===== src/core/llt_defs.svh =====
// Constants for the layer-1 loopback and transmit-enable control
`ifndef LLT_DEFS_SVH
`define LLT_DEFS_SVH

// Command/indication codes
`define LLT_CI_LREQ 4'ha
`define LLT_CI_LIND 4'he
`define LLT_CI_RESYNC 4'h4

// Reset values of the configuration stage
`define LLT_TXOFF_RST 1'b1
`define LLT_TRXOFF_RST 1'b0
`define LLT_NONTRANSP_RST 1'b0

// Channel select bit positions within a three-bit channel mask
`define LLT_SEL_B1 2
`define LLT_SEL_B2 1
`define LLT_SEL_D 0

// Default channel widths
`define LLT_B_W 8
`define LLT_D_W 2

`endif


===== src/core/llt_pkg.sv =====
// Types shared by the layer-1 loopback and transmit-enable control
package llt_pkg;

	// Maintenance-channel loop operations from the exchange
	typedef enum logic [2:0] {
		LLT_EOC_CLOSE_ALL,
		LLT_EOC_CLOSE_B1,
		LLT_EOC_CLOSE_B2,
		LLT_EOC_OPEN_ALL,
		LLT_EOC_OPEN_B1,
		LLT_EOC_OPEN_B2
	} llt_eoc_op_e;

	// U transceiver loop state
	typedef enum logic [1:0] {
		LLT_U_RUN,
		LLT_U_RESET,
		LLT_U_LOOP3
	} llt_u_state_e;

endpackage


===== src/core/llt_loop_ctrl.sv =====
// Layer-1 transceiver enable and test loopback control
`timescale 1ns/10ps
`include "llt_defs.svh"

module llt_loop_ctrl
	import llt_pkg::*;
#(
	parameter int B_W = `LLT_B_W,
	parameter int D_W = `LLT_D_W
) (
	input wire logic i_core_clk, // 100 MHz core clock
	input wire logic i_nrst, // Asynchronous reset, active low
	input wire logic i_ce, // Clock enable, freezes all state when low
	input wire logic i_frame_sync, // Internal frame boundary pulse
	input wire logic i_transmitter_off_bit, // Host: S transmitter off
	input wire logic i_transceiver_off_bit, // Host: whole S layer 1 off
	input wire logic i_analog_wrap_bit, // Host: S analog loop command
	input wire logic i_external_wrap_bit, // Host: S loop is external
	input wire logic i_l1_sm_disable, // Layer-1 state machine disabled
	input wire logic [2:0] i_local_sel, // Local loop channels B1,B2,D
	input wire logic i_local_to_line, // Local loop faces U line when 1
	input wire logic i_local_nontransp, // Local loop non-transparent
	input wire logic i_s_ci_valid, // Command to S transceiver valid
	input wire logic [3:0] i_s_ci_code, // Command code to S transceiver
	input wire logic i_u_ci_valid, // Command to U transceiver valid
	input wire logic [3:0] i_u_ci_code, // Command code to U transceiver
	input wire logic i_u_reset, // U transceiver forced into reset
	input wire logic i_u_transparent, // U transceiver in transparent state
	input wire logic i_eoc_automode, // Maintenance channel auto mode
	input wire logic i_eoc_valid, // Maintenance loop request valid
	input wire llt_eoc_op_e i_eoc_op, // Maintenance loop operation
	input wire logic i_level_seen, // S line level detected
	input wire logic [2*B_W+D_W-1:0] i_u_rx_word, // B1,B2,D from U line
	input wire logic [2*B_W+D_W-1:0] i_s_rx_word, // B1,B2,D from S side
	output logic [2*B_W+D_W-1:0] o_u_tx_word, // B1,B2,D to U line
	output logic [2*B_W+D_W-1:0] o_s_tx_word, // B1,B2,D toward S side
	output logic o_s_tx_en, // S transmit buffers enabled
	output logic o_s_rx_en, // S receiver running
	output logic o_level_det_en, // S level detector enabled
	output logic o_s_pwr_min, // S transceiver at minimum power
	output logic o_s_loop_int, // Internal S loop closed
	output logic o_s_loop_ext, // External S loop closed
	output logic o_u_loop3, // U analog loop closed
	output logic [2:0] o_lb2_state, // Latched loop-2 channels B1,B2,D
	output logic o_ci_dn_valid, // Code to downstream, one cycle
	output logic [3:0] o_ci_dn_code, // Code to downstream
	output logic o_ci_up_valid, // Indication from S side, one cycle
	output logic [3:0] o_ci_up_code // Indication code from S side
);

	localparam int W = 2*B_W+D_W;

	if (B_W < 1 || D_W < 1) begin : g_chk
		$error("llt_loop_ctrl: channel widths must be at least one bit");
	end

	// Expand a three-bit channel selection into a data mask
	function automatic logic [W-1:0] chan_mask(input logic [2:0] sel);
		return {{B_W{sel[`LLT_SEL_B1]}}, {B_W{sel[`LLT_SEL_B2]}},
			{D_W{sel[`LLT_SEL_D]}}};
	endfunction

	// Configuration stage, loaded only at frame boundaries, followed by loop state updated every enabled cycle
	logic txoff_r;
	logic trxoff_r;
	logic awrap_r;
	logic exwrap_r;
	logic [2:0] lsel_r;
	logic lline_r;
	logic lntr_r;
	logic cmd_loop_r;
	logic level_d_r;
	logic [2:0] lb2_r;
	llt_u_state_e ust_r;
	llt_u_state_e ust_nxt;

	// Frame-aligned updates avoid tearing a half-sent frame
	wire cfg_load = i_ce & i_frame_sync;

	always_ff @(posedge i_core_clk or negedge i_nrst) begin
		if (!i_nrst) begin
			txoff_r <= `LLT_TXOFF_RST;
			trxoff_r <= `LLT_TRXOFF_RST;
			awrap_r <= 1'b0;
			exwrap_r <= 1'b0;
			lsel_r <= 3'h0;
			lline_r <= 1'b0;
			lntr_r <= `LLT_NONTRANSP_RST;
		end else if (cfg_load) begin
			txoff_r <= i_transmitter_off_bit;
			trxoff_r <= i_transceiver_off_bit;
			awrap_r <= i_analog_wrap_bit;
			exwrap_r <= i_external_wrap_bit;
			lsel_r <= i_local_sel;
			lline_r <= i_local_to_line;
			lntr_r <= i_local_nontransp;
		end
	end

	// S-side command loop: set by loop request, any other command opens
	wire s_lreq = i_s_ci_valid & (i_s_ci_code == `LLT_CI_LREQ);
	wire cmd_loop_nxt = i_s_ci_valid ? s_lreq : cmd_loop_r;

	always_ff @(posedge i_core_clk or negedge i_nrst) begin
		if (!i_nrst) begin
			cmd_loop_r <= 1'b0;
		end else if (i_ce) begin
			cmd_loop_r <= cmd_loop_nxt;
		end
	end

	// Wrap bit counts only while the layer-1 state machine is off
	wire s_loop = ~trxoff_r &
		(cmd_loop_r | (i_l1_sm_disable & awrap_r));
	wire s_int = s_loop & ~exwrap_r;
	wire s_ext = s_loop & exwrap_r;

	// U transceiver analog loop state
	wire u_lreq = i_u_ci_valid & (i_u_ci_code == `LLT_CI_LREQ);

	always_comb begin
		ust_nxt = ust_r;
		case (ust_r)
			LLT_U_RUN: begin
				if (i_u_reset) begin
					ust_nxt = LLT_U_RESET;
				end else if (u_lreq) begin
					ust_nxt = LLT_U_LOOP3;
				end
			end
			LLT_U_RESET: begin
				// Loop request is only honoured once reset is released
				if (!i_u_reset && u_lreq) begin
					ust_nxt = LLT_U_LOOP3;
				end else if (!i_u_reset) begin
					ust_nxt = LLT_U_RUN;
				end
			end
			LLT_U_LOOP3: begin
				if (i_u_reset) begin
					ust_nxt = LLT_U_RESET;
				end
			end
			default: ust_nxt = LLT_U_RESET;
		endcase
	end

	always_ff @(posedge i_core_clk or negedge i_nrst) begin
		if (!i_nrst) begin
			ust_r <= LLT_U_RUN;
		end else if (i_ce) begin
			ust_r <= ust_nxt;
		end
	end

	wire loop3 = (ust_r == LLT_U_LOOP3);

	// Loop 2: latched per channel, no reset, line stays up
	wire eoc_all = i_eoc_valid & (i_eoc_op == LLT_EOC_CLOSE_ALL);
	wire auto_fwd = eoc_all & i_eoc_automode;
	logic [2:0] lb2_nxt;

	always_comb begin
		lb2_nxt = lb2_r;
		if (i_eoc_valid) begin
			case (i_eoc_op)
				LLT_EOC_CLOSE_ALL: begin
					if (!i_eoc_automode) begin
						lb2_nxt = 3'h7;
					end
				end
				LLT_EOC_CLOSE_B1: lb2_nxt[`LLT_SEL_B1] = 1'b1;
				LLT_EOC_CLOSE_B2: lb2_nxt[`LLT_SEL_B2] = 1'b1;
				LLT_EOC_OPEN_ALL: lb2_nxt = 3'h0;
				LLT_EOC_OPEN_B1: lb2_nxt[`LLT_SEL_B1] = 1'b0;
				LLT_EOC_OPEN_B2: lb2_nxt[`LLT_SEL_B2] = 1'b0;
				default: lb2_nxt = lb2_r;
			endcase
		end
	end

	always_ff @(posedge i_core_clk or negedge i_nrst) begin
		if (!i_nrst) begin
			lb2_r <= 3'h0;
		end else if (i_ce) begin
			lb2_r <= lb2_nxt;
		end
	end

	// Data path selection
	wire [W-1:0] ones = {W{1'b1}};
	wire [W-1:0] mask_lb2 = chan_mask(lb2_r);
	wire [W-1:0] mask_lu = chan_mask(lline_r ? lsel_r : 3'h0);
	wire [W-1:0] mask_lb = chan_mask(lline_r ? 3'h0 : lsel_r);
	wire [W-1:0] mask_u = mask_lb2 | mask_lu;
	// Upstream source: S loop returns U line input, S pins are ignored
	wire [W-1:0] up_src = s_loop ? i_u_rx_word : i_s_rx_word;
	// Loop 3 takes the pre-loop upstream word, ignoring the line
	wire [W-1:0] u_rx_eff = loop3 ? up_src : i_u_rx_word;
	wire [W-1:0] up_loop = (u_rx_eff & mask_u) | (up_src & ~mask_u);
	wire [W-1:0] lb_kill = lntr_r ? mask_lb : '0;
	wire [W-1:0] lu_kill = lntr_r ? mask_lu : '0;
	wire [W-1:0] up_nxt = (up_loop & ~lb_kill) | (ones & lb_kill);
	wire [W-1:0] dn_loop = (i_s_rx_word & mask_lb) | (u_rx_eff & ~mask_lb);
	// Standard loops stay transparent: the looped data still goes on
	wire [W-1:0] dn_nxt = (dn_loop & ~lu_kill) | (ones & lu_kill);

	// Enables
	wire tx_en_nxt = ~trxoff_r & ~txoff_r;
	wire rx_en_nxt = ~trxoff_r;
	wire lvl_en_nxt = ~trxoff_r & ~s_ext;

	// Resync on a fresh level while the internal loop stays closed
	wire resync_fire = s_int & i_level_seen & ~level_d_r;

	// One register stage on every path keeps loop latency equal
	always_ff @(posedge i_core_clk or negedge i_nrst) begin
		if (!i_nrst) begin
			o_u_tx_word <= '1;
			o_s_tx_word <= '1;
		end else if (i_ce) begin
			o_u_tx_word <= up_nxt;
			o_s_tx_word <= dn_nxt;
		end
	end

	always_ff @(posedge i_core_clk or negedge i_nrst) begin
		if (!i_nrst) begin
			o_s_tx_en <= 1'b0;
			o_s_rx_en <= 1'b0;
			o_level_det_en <= 1'b0;
			o_s_pwr_min <= 1'b1;
		end else if (i_ce) begin
			o_s_tx_en <= tx_en_nxt;
			o_s_rx_en <= rx_en_nxt;
			o_level_det_en <= lvl_en_nxt;
			o_s_pwr_min <= trxoff_r;
		end
	end

	always_ff @(posedge i_core_clk or negedge i_nrst) begin
		if (!i_nrst) begin
			o_s_loop_int <= 1'b0;
			o_s_loop_ext <= 1'b0;
			o_u_loop3 <= 1'b0;
			o_lb2_state <= 3'h0;
			level_d_r <= 1'b0;
		end else if (i_ce) begin
			o_s_loop_int <= s_int;
			o_s_loop_ext <= s_ext;
			o_u_loop3 <= (ust_nxt == LLT_U_LOOP3);
			o_lb2_state <= lb2_nxt;
			level_d_r <= i_level_seen;
		end
	end

	always_ff @(posedge i_core_clk or negedge i_nrst) begin
		if (!i_nrst) begin
			o_ci_dn_valid <= 1'b0;
			o_ci_dn_code <= 4'h0;
			o_ci_up_valid <= 1'b0;
			o_ci_up_code <= 4'h0;
		end else if (i_ce) begin
			o_ci_dn_valid <= auto_fwd;
			if (auto_fwd) begin
				o_ci_dn_code <= i_u_transparent ?
					`LLT_CI_LIND : `LLT_CI_LREQ;
			end
			o_ci_up_valid <= resync_fire;
			if (resync_fire) begin
				o_ci_up_code <= `LLT_CI_RESYNC;
			end
		end
	end
endmodule


===== config.mk =====
export PLATFORM = sky130hd
export DESIGN_NAME = llt_loop_ctrl
export DESIGN_NICKNAME = d
export VERILOG_FILES = /design/src/core/llt_pkg.sv /design/src/core/llt_loop_ctrl.sv
export VERILOG_INCLUDE_DIRS = /design/src /design/src/core
export SDC_FILE = /design/constraint.sdc
export NUM_CORES = 1
export LEC_CHECK = 0
export ABC_AREA = 1
export BUFFER_PORTS_ARGS = -buffer_cell sky130_fd_sc_hd__buf_2
export CAP_MARGIN = 25
export CORE_ASPECT_RATIO = 0.6
export CORE_UTILIZATION = 52
export DETAILED_ROUTE_END_ITERATION = 16
export MAX_ROUTING_LAYER = met4
export PLACE_DENSITY = 0.9
export RECOVER_POWER = 25
export SLEW_MARGIN = 0
export SYNTH_ARGS = -nofsm -noshare
export SYNTH_HDL_FRONTEND = slang
export SYNTH_SLANG_ARGS = --single-unit
export TNS_END_PERCENT = 50

===== constraint.sdc =====
create_clock -name i_core_clk -period 1.7 [get_ports i_core_clk]
set_input_delay 0.085 -clock i_core_clk [delete_from_list [all_inputs] [get_ports i_core_clk]]
set_output_delay 0.085 -clock i_core_clk [all_outputs]
set_load 0.01 [all_outputs]

==> reports/qor.csv <==
stage,metric,value,unit
power,p_int,3610,µW
finish,fin_util,68.2,%
logic_synthesis,syn_inst,539,
worst_setup_path,cp-end-kind,flip-flop,
finish,diodes,0,
power,seqPwrFrac,38.8,%
clocking,htree_levels,3,
finish,synthToLayoutAreaGrowth,25.5,%
routing,avgRoutedWirePerCell,14.1,µm
power,clock_power_share,34.0,%
logic_synthesis,synthArstFlopShare,100,%
power,p_sw,1780,µW
worst_setup_path,critPathRequiredTime,1.96,ns
clocking,cts_setup_buffers,0,
outcome,status,completed,
routing,drc,0,
worst_setup_path,critical_path_class,reg -> reg,
hold_path,min_path_cells,2,
job,cap_viol_max_count,0,
floorplanning,io-pin-count,124,
global_routing,grt_max_degree,65,
global_routing,grt_pass1_vias,3937,
logic_synthesis,ys_seq_area_share,41.2,%
worst_setup_path,crit_end,o_u_tx_word[9],
timing,period_minus_slack,1.53,ns
logic_synthesis,yosysWarnings,0,
worst_setup_path,worst-r2r-cell-count,4,
global_routing,antenna_found_initial,0,
finish,layout_common_cells,"buf_2, nand3_1, nand2_1",
routing,drtPass1Iterations,6,
logic_synthesis,syn_area,4000,µm²
finish,fillers,620,
clocking,clock_latency,0.33,ns
routing,viasPerCell,5.34,
placement,portBuffers,119,
global_routing,grt_use_met1,37.9,%
timing,skew,0.00679,ns
floorplanning,dieArea,8060,µm²
power,p_per_area,1070,nW/µm²
logic_synthesis,synth_edf_count,0,
clocking,cts_root_buf,clkbuf_16,
timing,finalSetupTns,0,ns
finish,drive_gt1_share,36.0,%
placement,dp_hpwl,7730,µm
routing,drt_iter0_drc,429,
worst_setup_path,worst_setup_path_start_kind,flip-flop,
power,cellLeakagePower,0.00266,µW
worst_setup_path,r2r_slack,0.17,ns
logic_synthesis,synth_cell_types,32,
worst_setup_path,crit_path_max_fanout,10,
clocking,cts_buffer_depth,2,
power,ir_drop,0.000500,V
timing,fmax,0.652,GHz
global_routing,busiest_layer,met2,
floorplanning,start_util,54.4,%
floorplanning,die_y,70.0,µm
worst_setup_path,r2r-start,lline_r,
clocking,clk_pin_slew_worst_paths,0.06,ns
global_routing,grt_first_pass_wirelength,17900,µm
floorplanning,die_w,115,µm
worst_setup_path,cp.arrival,1.79,ns
hold_path,min_path_type,in -> reg,
timing,setup_viol,0,
clocking,cts_resized,0,
timing,rsz0062_at_grt,false,
floorplanning,rows,24,
global_routing,use_met3,6.68,%
global_routing,grt_usage,29.2,%
clocking,cts_tree,done,
routing,num_vias,4134,
timing,worst_pin_slew,0.882,ns
clocking,numClockSinks,64,
power,p_total,5380,µW
routing,routed_wirelength,10900,µm
finish,nets,733,
logic_synthesis,synth_ff_type,dfstp_2,
logic_synthesis,synthTopCellsByArea,"dfstp_2, dfrtp_1, nand3_1",
global_routing,gr-usage-met2,44.9,%
logic_synthesis,yosysTopAreaCell,dfstp_2,
finish,final_common_cell,buf_2,
timing,hold_ws,0.0120,ns
routing,ant_nets,0,
global_routing,overflow,0,
timing,hold_viol_final,0,
timing,slew_headroom,41.2,%
timing,fin_crit_sh,90.3,%
clocking,cts_buffers,9,
placement,routabilityCongestion,0.899,
power,combPwrFrac,27.1,%
logic_synthesis,ys_seq_elements,64,
worst_setup_path,worstReg2RegEnd,o_u_tx_word[9],
timing,slew_viol_final,0,
floorplanning,coreArea,7360,µm²
worst_setup_path,crit_start,lline_r,
logic_synthesis,syn_avg_cell_area,7.42,µm²
power,swShare,33.0,%
logic_synthesis,synth_top_area_share,25.0,%
## cell usage after synthesis (2+ instances only)
| library cell | count |
|---|---|
| a21oi_1 | 48 |
| buf_2 | 10 |
| nand4_1 | 2 |
| a21oi_2 | 14 |
| nand3_2 | 8 |
| dfstp_2 | 38 |
| dfrtp_1 | 26 |
| clkbuf_1 | 3 |
| nand3_1 | 104 |
| buf_4 | 7 |
| mux2_2 | 4 |
| nor2_1 | 49 |
| inv_2 | 5 |
| inv_1 | 74 |
| nand2_1 | 96 |
| nand2_2 | 21 |
| nor2_4 | 2 |
| o21ai_0 | 11 |
| buf_6 | 4 |
## flip-flops by register name, summed over array words and instances (netlist names), 2 cells and up
signal        count
lsel_r            3
o_ci_dn_code      2
o_lb2_state       3
o_s_tx_word      18
o_u_tx_word      18
ust_r             2
## critical path: stages (launching register included)
cell and delay [ns]:
dfrtp_1 0.53, a21oi_2 0.42, inv_1 0.26, nand3_1 0.18
a21oi_2 0.06
## through the flow
step                worst slack [ns]  cells  instance area [µm²]
detailed placement             0.211    748                 4640
finish                         0.165    774                 5020
CTS                            0.199    774                 5030
floorplan                      0.502    542                 4010
global placement               0.261    748                 4640
global route                  0.0368    774                 5020
## cell type report
cell class,instances,area (µm²),area share [%]
Sequential cell,64,1650,32.8
Multi-Input combinational cell,371,1860,37.1
Tap cell,104,130,2.59
Inverter,81,307,6.11
Clock inverter,7,71.3,1.42
Timing Repair Buffer,138,776,15.4
Clock buffer,9,225,4.49
## how the worst min path moves through the flow
stage               slack (ns)             end   startpoint
finish                    0.01  o_lb2_state[2]  i_eoc_op[1]
global route              0.02  o_lb2_state[2]  i_eoc_op[1]
CTS                      0.003  o_lb2_state[2]  i_eoc_op[1]
detailed placement        0.13       o_u_loop3       i_nrst
global placement          0.12       o_u_loop3       i_nrst
floorplan                -0.21         awrap_r       i_nrst
## power groups by stage
stage,Clock (µW),Sequential [µW],Combinational (µW)
floorplan,0,2190,818
finish,1830,2090,1460
CTS,1860,2090,1460
detailed placement,0,2110,1430
global placement,0,2100,1390
global route,1910,2130,1610
## routing by layer
layer,share of wire [%],routed length (µm)
met5,0,0
met4,1.4,148
met3,8.5,927
met2,46,4990
met1,45,4870
## logic make-up after synthesis
| logic type | count (synthesis) | share of synthesized area, % |
|---|---|---|
| other | 1 | 0.0937 |
| multiplexers | 4 | 1.13 |
| AND/OR/NAND/NOR | 287 | 34.0 |
| flip-flops | 64 | 41.2 |
| AO/OA/AOI/OAI | 75 | 10.9 |
| buffers and inverters | 107 | 12.5 |
| XOR/XNOR | 1 | 0.219 |
## repair_timing
| item | 4_1_cts | 5_1_grt |
|---|---|---|
| endpoints found under the setup margin | 0 | 0 |
| hold endpoints to repair | 34 | 0 |
| hold buffers | 10 | 0 |
Note: power is estimated with default switching activity, not from simulation.
